===== src/verilog/cogr_pkg.sv =====
// Package with register offsets, reset values and encodings of the colour offset/gain bank.
`default_nettype none
package cogr_pkg;
  // Width of the register address and of every stored code.
  localparam int ADR_W = 4;
  localparam int CODE_W = 8;
  localparam int NREG = 6;
  // Register offsets on the plain register port.
  localparam logic [ADR_W-1:0] ADR_RED_OFS = 4'h0;
  localparam logic [ADR_W-1:0] ADR_GRN_OFS = 4'h1;
  localparam logic [ADR_W-1:0] ADR_BLU_OFS = 4'h2;
  localparam logic [ADR_W-1:0] ADR_ALL_OFS = 4'h3;
  localparam logic [ADR_W-1:0] ADR_RED_GAIN = 4'h4;
  localparam logic [ADR_W-1:0] ADR_GRN_GAIN = 4'h5;
  localparam logic [ADR_W-1:0] ADR_BLU_GAIN = 4'h6;
  localparam logic [ADR_W-1:0] ADR_ALL_GAIN = 4'h7;
  localparam logic [ADR_W-1:0] ADR_CTRL = 4'h8;
  localparam logic [ADR_W-1:0] ADR_STAT = 4'h9;
  // Reset values of the stored codes.
  localparam logic [CODE_W-1:0] RST_OFS = 8'h80;
  localparam logic [CODE_W-1:0] RST_GAIN = 8'h00;
  localparam logic [CODE_W-1:0] RST_CTRL = 8'h00;
  // Storage slots: 0..2 offsets red/green/blue, 3..5 gains red/green/blue.
  localparam int SLOT_RED_OFS = 0;
  localparam int SLOT_GRN_OFS = 1;
  localparam int SLOT_BLU_OFS = 2;
  localparam int SLOT_RED_GAIN = 3;
  localparam int SLOT_GRN_GAIN = 4;
  localparam int SLOT_BLU_GAIN = 5;
  localparam logic [ADR_W-1:0] SLOT_ADR [0:NREG-1] = '{4'h0, 4'h1, 4'h2, 4'h4, 4'h5, 4'h6};
  localparam logic [ADR_W-1:0] SLOT_BCAST [0:NREG-1] = '{4'h3, 4'h3, 4'h3, 4'h7, 4'h7, 4'h7};
  localparam logic [CODE_W-1:0] SLOT_RST [0:NREG-1] = '{8'h80, 8'h80, 8'h80, 8'h00, 8'h00, 8'h00};
  // Control register fields.
  localparam int CTRL_MUX_LSB = 0;
  localparam int CTRL_TEST_BIT = 7;
  localparam logic [CODE_W-1:0] CTRL_MASK = 8'h83;
  // Colour multiplexing select encodings.
  localparam logic [1:0] MUX_RED = 2'h0;
  localparam logic [1:0] MUX_GREEN = 2'h1;
  localparam logic [1:0] MUX_BLUE = 2'h2;
  localparam logic [1:0] MUX_ROTATE = 2'h3;
  // Active colour, one-hot.
  typedef enum logic [2:0] {
    COL_RED = 3'h1,
    COL_GREEN = 3'h2,
    COL_BLUE = 3'h4
  } cogr_colour_t;
endpackage
`default_nettype wire


===== src/verilog/cogr_reg_if.sv =====
// Interface between the bank decoder and one stored code register.
`timescale 1ns/1ps
`default_nettype none
interface cogr_reg_if #(parameter int W = 8) ();
  logic ld;
  logic [W-1:0] din;
  logic [W-1:0] q;
  modport ctl (output ld, output din, input q);
  modport store (input ld, input din, output q);
endinterface
`default_nettype wire


===== src/verilog/cogr_code_reg.sv =====
// One stored 8-bit code with its own reset value, loaded through the register interface.
`timescale 1ns/1ps
`default_nettype none
module cogr_code_reg
  import cogr_pkg::*;
#(
  parameter int W = CODE_W,
  parameter logic [W-1:0] RST = '0
) (
  input wire logic clk_sys_i, // System clock.
  input wire logic rstn_i, // Synchronous reset, active low.
  input wire logic ce_i, // Clock enable; state holds while low.
  cogr_reg_if.store bus // Load strobe, data and stored value.
);
  logic [W-1:0] code_d;
  logic [W-1:0] code_q;

  // Next value: the loaded data, otherwise hold.
  always_comb begin
    code_d = bus.ld ? bus.din : code_q;
  end

  // Storage flop.
  always_ff @(posedge clk_sys_i) begin
    if (!rstn_i) begin
      code_q <= RST;
    end else if (ce_i) begin
      code_q <= code_d;
    end
  end

  assign bus.q = code_q;
endmodule // cogr_code_reg
`default_nettype wire


===== src/verilog/cogr_bank.sv =====
// Colour offset and gain register bank with colour multiplexing and clock test output.
`timescale 1ns/1ps
`default_nettype none
module cogr_bank
  import cogr_pkg::*;
#(
  parameter int DATA_W = CODE_W
) (
  input wire logic clk_sys_i, // System clock, 250 MHz.
  input wire logic rstn_i, // Synchronous reset, active low.
  input wire logic ce_i, // Clock enable; all state holds while low.
  input wire logic [ADR_W-1:0] addr_i, // Register address.
  input wire logic [DATA_W-1:0] wdata_i, // Write data.
  input wire logic wr_i, // Write strobe, one cycle.
  input wire logic rd_i, // Read strobe, one cycle.
  output logic [DATA_W-1:0] rdata_o, // Read data, the cycle after the strobe.
  input wire logic line_sync_i, // Line start pin, asynchronous; steps the rotating colour.
  input wire logic [3:0] conv_nibble_i, // Converter data nibble, same clock.
  input wire logic sample_sync_i, // Internal sample sync pulse, same clock.
  input wire logic video_clk_i, // Video sample clock, same clock.
  input wire logic conv_clk_i, // Converter clock, same clock.
  input wire logic reset_clk_i, // Reset sample clock, same clock.
  output logic [CODE_W-1:0] offset_code_o, // Offset code of the active colour.
  output logic [CODE_W-1:0] gain_value_o, // Gain code of the active colour.
  output logic [2:0] active_colour_o, // Active colour, one-hot red/green/blue.
  output logic [3:0] nibble_data_out_o // Data output pins.
);

  // Narrower data could not carry a whole code.
  if (DATA_W < CODE_W) begin : g_bad_width
    $error("DATA_W must be at least the code width");
  end

  // Stored code values as seen by the bank.
  logic [CODE_W-1:0] val [0:NREG-1];
  logic [CODE_W-1:0] wcode;

  assign wcode = wdata_i[CODE_W-1:0];

  // One storage register per slot; each listens to its own address
  // and to the broadcast address of its group.
  for (genvar i = 0; i < NREG; i++) begin : g_slot
    cogr_reg_if #(.W(CODE_W)) rif ();
    cogr_code_reg #(
      .W(CODE_W),
      .RST(SLOT_RST[i])
    ) u_reg (
      .clk_sys_i(clk_sys_i),
      .rstn_i(rstn_i),
      .ce_i(ce_i),
      .bus(rif.store)
    );
    // Own address or group broadcast.
    assign rif.ld = wr_i && (addr_i == SLOT_ADR[i] || addr_i == SLOT_BCAST[i]);
    assign rif.din = wcode;
    assign val[i] = rif.q;
  end

  // Control register: colour select and clock test bit.
  logic [CODE_W-1:0] ctrl_d;
  logic [CODE_W-1:0] ctrl_q;
  logic [1:0] mux_sel;
  logic test_en;

  assign mux_sel = ctrl_q[CTRL_MUX_LSB +: 2];
  assign test_en = ctrl_q[CTRL_TEST_BIT];

  // Only the defined control bits are kept; the rest read as zero.
  always_comb begin
    ctrl_d = ctrl_q;
    if (wr_i && addr_i == ADR_CTRL) begin
      ctrl_d = wcode & CTRL_MASK;
    end
  end

  // Control flop.
  always_ff @(posedge clk_sys_i) begin
    if (!rstn_i) begin
      ctrl_q <= RST_CTRL;
    end else if (ce_i) begin
      ctrl_q <= ctrl_d;
    end
  end

  // Line sync synchroniser and edge detector, plus the active colour.
  // The edge detector reads the second stage and its delayed copy, never the first.
  logic line_meta_q;
  logic line_sync_q;
  logic line_prev_q;
  logic line_edge;
  cogr_colour_t colour_d;
  cogr_colour_t colour_q;

  assign line_edge = line_sync_q && !line_prev_q;

  // Fixed selects follow at once; the rotating select steps once per line.
  always_comb begin
    colour_d = colour_q;
    case (mux_sel)
      MUX_RED: colour_d = COL_RED;
      MUX_GREEN: colour_d = COL_GREEN;
      MUX_BLUE: colour_d = COL_BLUE;
      MUX_ROTATE: begin
        if (line_edge) begin
          case (colour_q)
            COL_RED: colour_d = COL_GREEN;
            COL_GREEN: colour_d = COL_BLUE;
            COL_BLUE: colour_d = COL_RED;
            default: colour_d = COL_RED;
          endcase
        end
      end
      default: colour_d = COL_RED;
    endcase
  end

  // Colour state and line sync flops.
  always_ff @(posedge clk_sys_i) begin
    if (!rstn_i) begin
      line_meta_q <= 1'b0;
      line_sync_q <= 1'b0;
      line_prev_q <= 1'b0;
      colour_q <= COL_RED;
    end else if (ce_i) begin
      line_meta_q <= line_sync_i;
      line_sync_q <= line_meta_q;
      line_prev_q <= line_sync_q;
      colour_q <= colour_d;
    end
  end

  // Registered outputs: readback, selected codes and output pins.
  logic [DATA_W-1:0] rdata_d;
  logic [CODE_W-1:0] offset_d;
  logic [CODE_W-1:0] gain_d;
  logic [3:0] nibble_d;

  // The gain law is analogue; only the code travels here, and
  // code zero gives the least gain.
  always_comb begin
    rdata_d = '0;
    if (rd_i) begin
      case (addr_i)
        ADR_RED_OFS: rdata_d = DATA_W'(val[SLOT_RED_OFS]);
        ADR_GRN_OFS: rdata_d = DATA_W'(val[SLOT_GRN_OFS]);
        ADR_BLU_OFS: rdata_d = DATA_W'(val[SLOT_BLU_OFS]);
        ADR_RED_GAIN: rdata_d = DATA_W'(val[SLOT_RED_GAIN]);
        ADR_GRN_GAIN: rdata_d = DATA_W'(val[SLOT_GRN_GAIN]);
        ADR_BLU_GAIN: rdata_d = DATA_W'(val[SLOT_BLU_GAIN]);
        ADR_CTRL: rdata_d = DATA_W'(ctrl_q);
        ADR_STAT: rdata_d = DATA_W'(colour_q);
        default: rdata_d = '0; // Broadcast and unmapped read as zero.
      endcase
    end
    case (colour_q)
      COL_RED: begin
        offset_d = val[SLOT_RED_OFS];
        gain_d = val[SLOT_RED_GAIN];
      end
      COL_GREEN: begin
        offset_d = val[SLOT_GRN_OFS];
        gain_d = val[SLOT_GRN_GAIN];
      end
      COL_BLUE: begin
        offset_d = val[SLOT_BLU_OFS];
        gain_d = val[SLOT_BLU_GAIN];
      end
      default: begin
        offset_d = RST_OFS;
        gain_d = RST_GAIN;
      end
    endcase
    if (test_en) begin
      nibble_d = {sample_sync_i, video_clk_i, conv_clk_i, reset_clk_i};
    end else begin
      nibble_d = conv_nibble_i;
    end
  end

  // Output flops; every output leaves straight from here.
  always_ff @(posedge clk_sys_i) begin
    if (!rstn_i) begin
      rdata_o <= '0;
      offset_code_o <= RST_OFS;
      gain_value_o <= RST_GAIN;
      active_colour_o <= COL_RED;
      nibble_data_out_o <= '0;
    end else if (ce_i) begin
      rdata_o <= rdata_d;
      offset_code_o <= offset_d;
      gain_value_o <= gain_d;
      active_colour_o <= colour_d;
      nibble_data_out_o <= nibble_d;
    end
  end
endmodule // cogr_bank
`default_nettype wire


===== config.mk =====
export PLATFORM = sky130hd
export DESIGN_NAME = cogr_bank
export DESIGN_NICKNAME = d
export VERILOG_FILES = /design/src/verilog/cogr_pkg.sv /design/src/verilog/cogr_reg_if.sv /design/src/verilog/cogr_code_reg.sv /design/src/verilog/cogr_bank.sv
export SDC_FILE = /design/constraint.sdc
export NUM_CORES = 1
export LEC_CHECK = 0
export ABC_AREA = 0
export BUFFER_PORTS_ARGS = -buffer_cell sky130_fd_sc_hd__buf_2
export CORE_MARGIN = 2
export CORE_UTILIZATION = 60
export CTS_CLUSTER_DIAMETER = 30
export DETAILED_ROUTE_END_ITERATION = 10
export PLACE_DENSITY = 0.85
export SYNTH_ARGS = -nofsm -noshare
export SYNTH_HDL_FRONTEND = slang
export SYNTH_HIERARCHICAL = 1
export SYNTH_SLANG_ARGS = --single-unit

===== constraint.sdc =====
create_clock -name clk_sys_i -period 2.5 [get_ports clk_sys_i]
set_input_delay 0.25 -clock clk_sys_i [delete_from_list [all_inputs] [get_ports clk_sys_i]]
set_output_delay 0.25 -clock clk_sys_i [all_outputs]
set_load 0.05 [all_outputs]

Word-level counts from Yosys, hierarchy flattened. Cells that the tools add are included. W data, S select, Z words.

Register bits: 85. Input port bits: 26.

Eq/ne operators: 16. Multiplexer cells: 8. Reduce and logical (&&, ||, !) cells: 25.

Operators by type and width (number): $pmux W8 S8 (1); $pmux W8 S3 (2); $eq A4 B3 Y1 const B (4); $reduce_and A2 Y1 (8); $pmux W3 S4 (1); $eq A4 B2 Y1 const B (2); $eq A4 B4 Y1 const B (2); $logic_and A1 B1 Y1 (8); $mux W8 (1); $logic_or A1 B1 Y1 (6); $pmux W3 S2 (1); $eq A2 B2 Y1 const B (2); $eq A4 B1 Y1 const B (1); $logic_not A4 Y1 (1); $mux W4 (1); $eq A3 B1 Y1 const B (1); $eq A3 B2 Y1 const B (1); $eq A3 B3 Y1 const B (1); $mux W3 (1); $eq A2 B1 Y1 const B (1); $logic_not A2 Y1 (1); $ne A2 B2 Y1 const B (1); $logic_not A1 Y1 (1).

Longest topological paths before layout.
Depth in word-level cells: 4. Mapped depth: 8. Gate-level depth less buffers: 5.

Modules after synthesis. Netlist, hierarchy kept.

By module, submodules not included: cogr_bank (instances 1, cells an instance 263, area each 2483.6 um2, sequential area each 740.7 um2); cogr_code_reg at g_slot[3].u_reg ... (instances 3, cells an instance 38, area each 359.1 um2, sequential area each 160.2 um2); cogr_code_reg at g_slot[0].u_reg ... (instances 3, cells an instance 37, area each 356.6 um2, sequential area each 160.2 um2).

Worst setup path before layout. No wires, ideal clock.

Path type: reg2reg. Start point: reg, netlist name active_colour_o[1]. End point: reg offset_code_o[7]. Data arrival time: 1.665 ns. Data required time: 2.371 ns. Setup slack: 0.705 ns. Cell stages (with the launch flop): 8. Path buffers: 3. Clock period less this slack: 1.795 ns. Cells stage by stage: dfxtp_1 buf_4 and2b_1 buf_6 buf_8 a22oi_2 o21ai_2 a2bb2oi_2.

RTL lines: to (signal assigned) (RTL line cogr_bank.sv:190) `offset_code_o <= offset_d;`; to (decl) (RTL line cogr_bank.sv:23) `output logic [CODE_W-1:0] offset_code_o,`.

==> flow_summary.json <==
{
  "areaGrowthSynthToFinish_pct": 6.51,
  "nNetsFinal": 545,
  "ys_seq_area_share_pct": 36.7,
  "dp_cells": 610,
  "r2r_setup_slack_ns": 0.77,
  "max_stage_delay_ns": 0.72,
  "antenna_found_initial": 0,
  "start_util_pct": 60.9,
  "synth_nets": 514,
  "finalCritPeriodShare_pct": 69.2,
  "slew_violations": 0,
  "post-cts-setup-buffer-count": 0,
  "fin_setup_tns_ns": 0,
  "min_path_type": "in -> reg",
  "top_usage_layer": "met2",
  "clk_pin_slew_ns": 0.08,
  "ctsLongestPathBuffers": 2,
  "maxSlewHeadroom_pct": 42.0,
  "cp-start-kind": "flop",
  "core_um2": 7610,
  "dieArea_um2": 8440,
  "cts-root-buf": "clkbuf_8",
  "async_reset_ff_share_pct": 0,
  "clk_latency_ns": 0.35,
  "floorplan.rows": 32,
  "grt_max_degree": 52,
  "leakagePower_nw": 1.83,
  "max_freq_mhz": 578,
  "hold_viol": 0,
  "grt.met1_usage_pct": 39.3,
  "grt_overflow": 0,
  "crit_start": "active_colour_o[1]",
  "status": "completed",
  "gr-usage-met2_pct": 42.1,
  "fin_worst_skew_ns": 0.0119,
  "drc_errors": 0,
  "setup_violations": 0,
  "diodes": 0,
  "tightestPinTransition_ns": 0.870,
  "worstPathArrival_ns": 1.93,
  "drtIter0Drc": 404,
  "cts.repair.resized": 0,
  "cp.required_ns": 2.70,
  "yosysWarnings": 6,
  "cts_tree": "built",
  "syn_area_per_cell_um2": 9.49,
  "grt_usage_pct": 28.1,
  "synth_edf_count": 0,
  "wl_per_cell_um": 18.8,
  "synthFlopType": "dfxtp_1",
  "drive_above_1_share_pct": 33.8,
  "layout_commonest_cell": "dfxtp_1",
  "cp-end-kind": "flop",
  "finalPower_w": 0.00248,
  "netlist_instances": 488,
  "grt_pass1_wl_um": 18600,
  "design_area_um2": 4930,
  "ios": 57,
  "p_per_area_nw_per_um2": 503,
  "synth_area_um2": 4630,
  "yosys_register_bits": 85,
  "gr-usage-met3_pct": 6.90,
  "chipWidth_um": 91.9,
  "path_cells": "xor2_1, o2111ai_2, o21ai_1",
  "hold_path.startpoint": "line_sync_i",
  "clock_sinks": 85,
  "gp_congestion": 0.929,
  "vias": 3992,
  "grt_pass1_vias": 3640,
  "grt_setup_unrepaired": "false",
  "r2r-start": "active_colour_o[1]",
  "layout.cells.non_filler": 623,
  "ir_drop_uv": 374,
  "synth_cell_types": 53,
  "cts_buffers": 9,
  "dr.pass1.iters": 5,
  "worst-path-max-fanout": 16,
  "mostFrequentLayoutCells": "dfxtp_1 (85), nand2_1 (76), buf_2 (56)",
  "htreeDepth": 3,
  "viasPerCell": 6.41,
  "cp_slowest_cell": "o2111ai_2",
  "utilization_pct": 64.8,
  "fillers": 657,
  "die_h_um": 91.9,
  "ctsHoldBuffers": 0,
  "dpl_cell_area_um2": 4780,
  "ant_nets": 0,
  "dp_hpwl_um": 8440,
  "port_buffers": 56,
  "drt-total-wl_um": 11700,
  "drv_cap": 0,
  "worstSetupPathType": "reg -> reg",
  "fin_crit_ns": 1.73
}
worst paths after layout:
path	endpoint	cells past startpoint
worst max register to register	offset_code_o[2]	3
worst min-delay path	line_meta_q	3
worst max-delay path	offset_code_o[2]	3
worst min register to register	offset_code_o[1]	2
where the power goes:
group / internal, W / switching (W)
Combinational: 0.0000832 / 0.000179
Sequential: 0.00137 / 0.0000186
Clock: 0.000371 / 0.000459
synth_stat cells (9+ instances only):
cell type	count	share of area (%)
buf_2	14	1.5
o21ai_2	52	9.8
nor2b_1	15	2.0
o21ai_1	17	1.8
a22oi_1	10	1.6
nor2_1	9	0.73
nand2_1	76	6.2
a2bb2oi_2	10	3.2
nand4_1	45	6.1
a22oi_2	10	2.7
buf_4	11	1.8
buf_6	14	3.4
mux2i_1	21	4.5
dfxtp_1	85	37
sequential cells by signal, indices dropped and copies added (netlist names):
register and cells:
nibble_data_out_o 4, rdata_o 8, ctrl_q 3, g_slot.u_reg/bus.q 48, gain_value_o 8, active_colour_o 3
line_meta_q 1, line_sync_q 1, line_prev_q 1, offset_code_o 8
cells by family (layout without fill, tap and decap cells):
family,Yosys count,after routing,synth area share (%)
simple gates,175,175,20.3
compound gates,141,141,26.6
flops,85,85,36.7
buf+inv,57,90,8.73
mux,29,29,7.46
xor+xnor,1,1,0.189
per-layer routing:
metal,part of all wire (%),vias up
met1,42,1882
li1,-,1846
met4,2.4,0
met5,0,-
met3,11,33
met2,45,231
critical path, delay by kind of cell, from the launching register on:
kind                      cells  cell delay, ns
AOI/OAI and AO/OA             2            0.88
DFF                           1            0.56
xor gates and xnor gates      1            0.13
metrics by stage:
step           hold WS (ns)  worst slack [ns]
6_report              0.156             0.771
5_1_grt               0.179             0.644
4_1_cts               0.152             0.740
3_5_place_dp          0.442             0.732
3_3_place_gp          0.431             0.799
2_1_floorplan         0.400             0.705
cell type report:
cell class / instances / area, um^2 / area share (%)
Clock buffer: 11 / 141 / 2.87
Timing Repair Buffer: 70 / 398 / 8.07
Sequential cell: 85 / 1700 / 34.5
Tap cell: 102 / 128 / 2.59
Clock inverter: 2 / 12.5 / 0.254
Inverter: 7 / 26.3 / 0.533
Multi-Input combinational cell: 346 / 2520 / 51.2
Note: power is estimated with default switching activity, not from simulation.
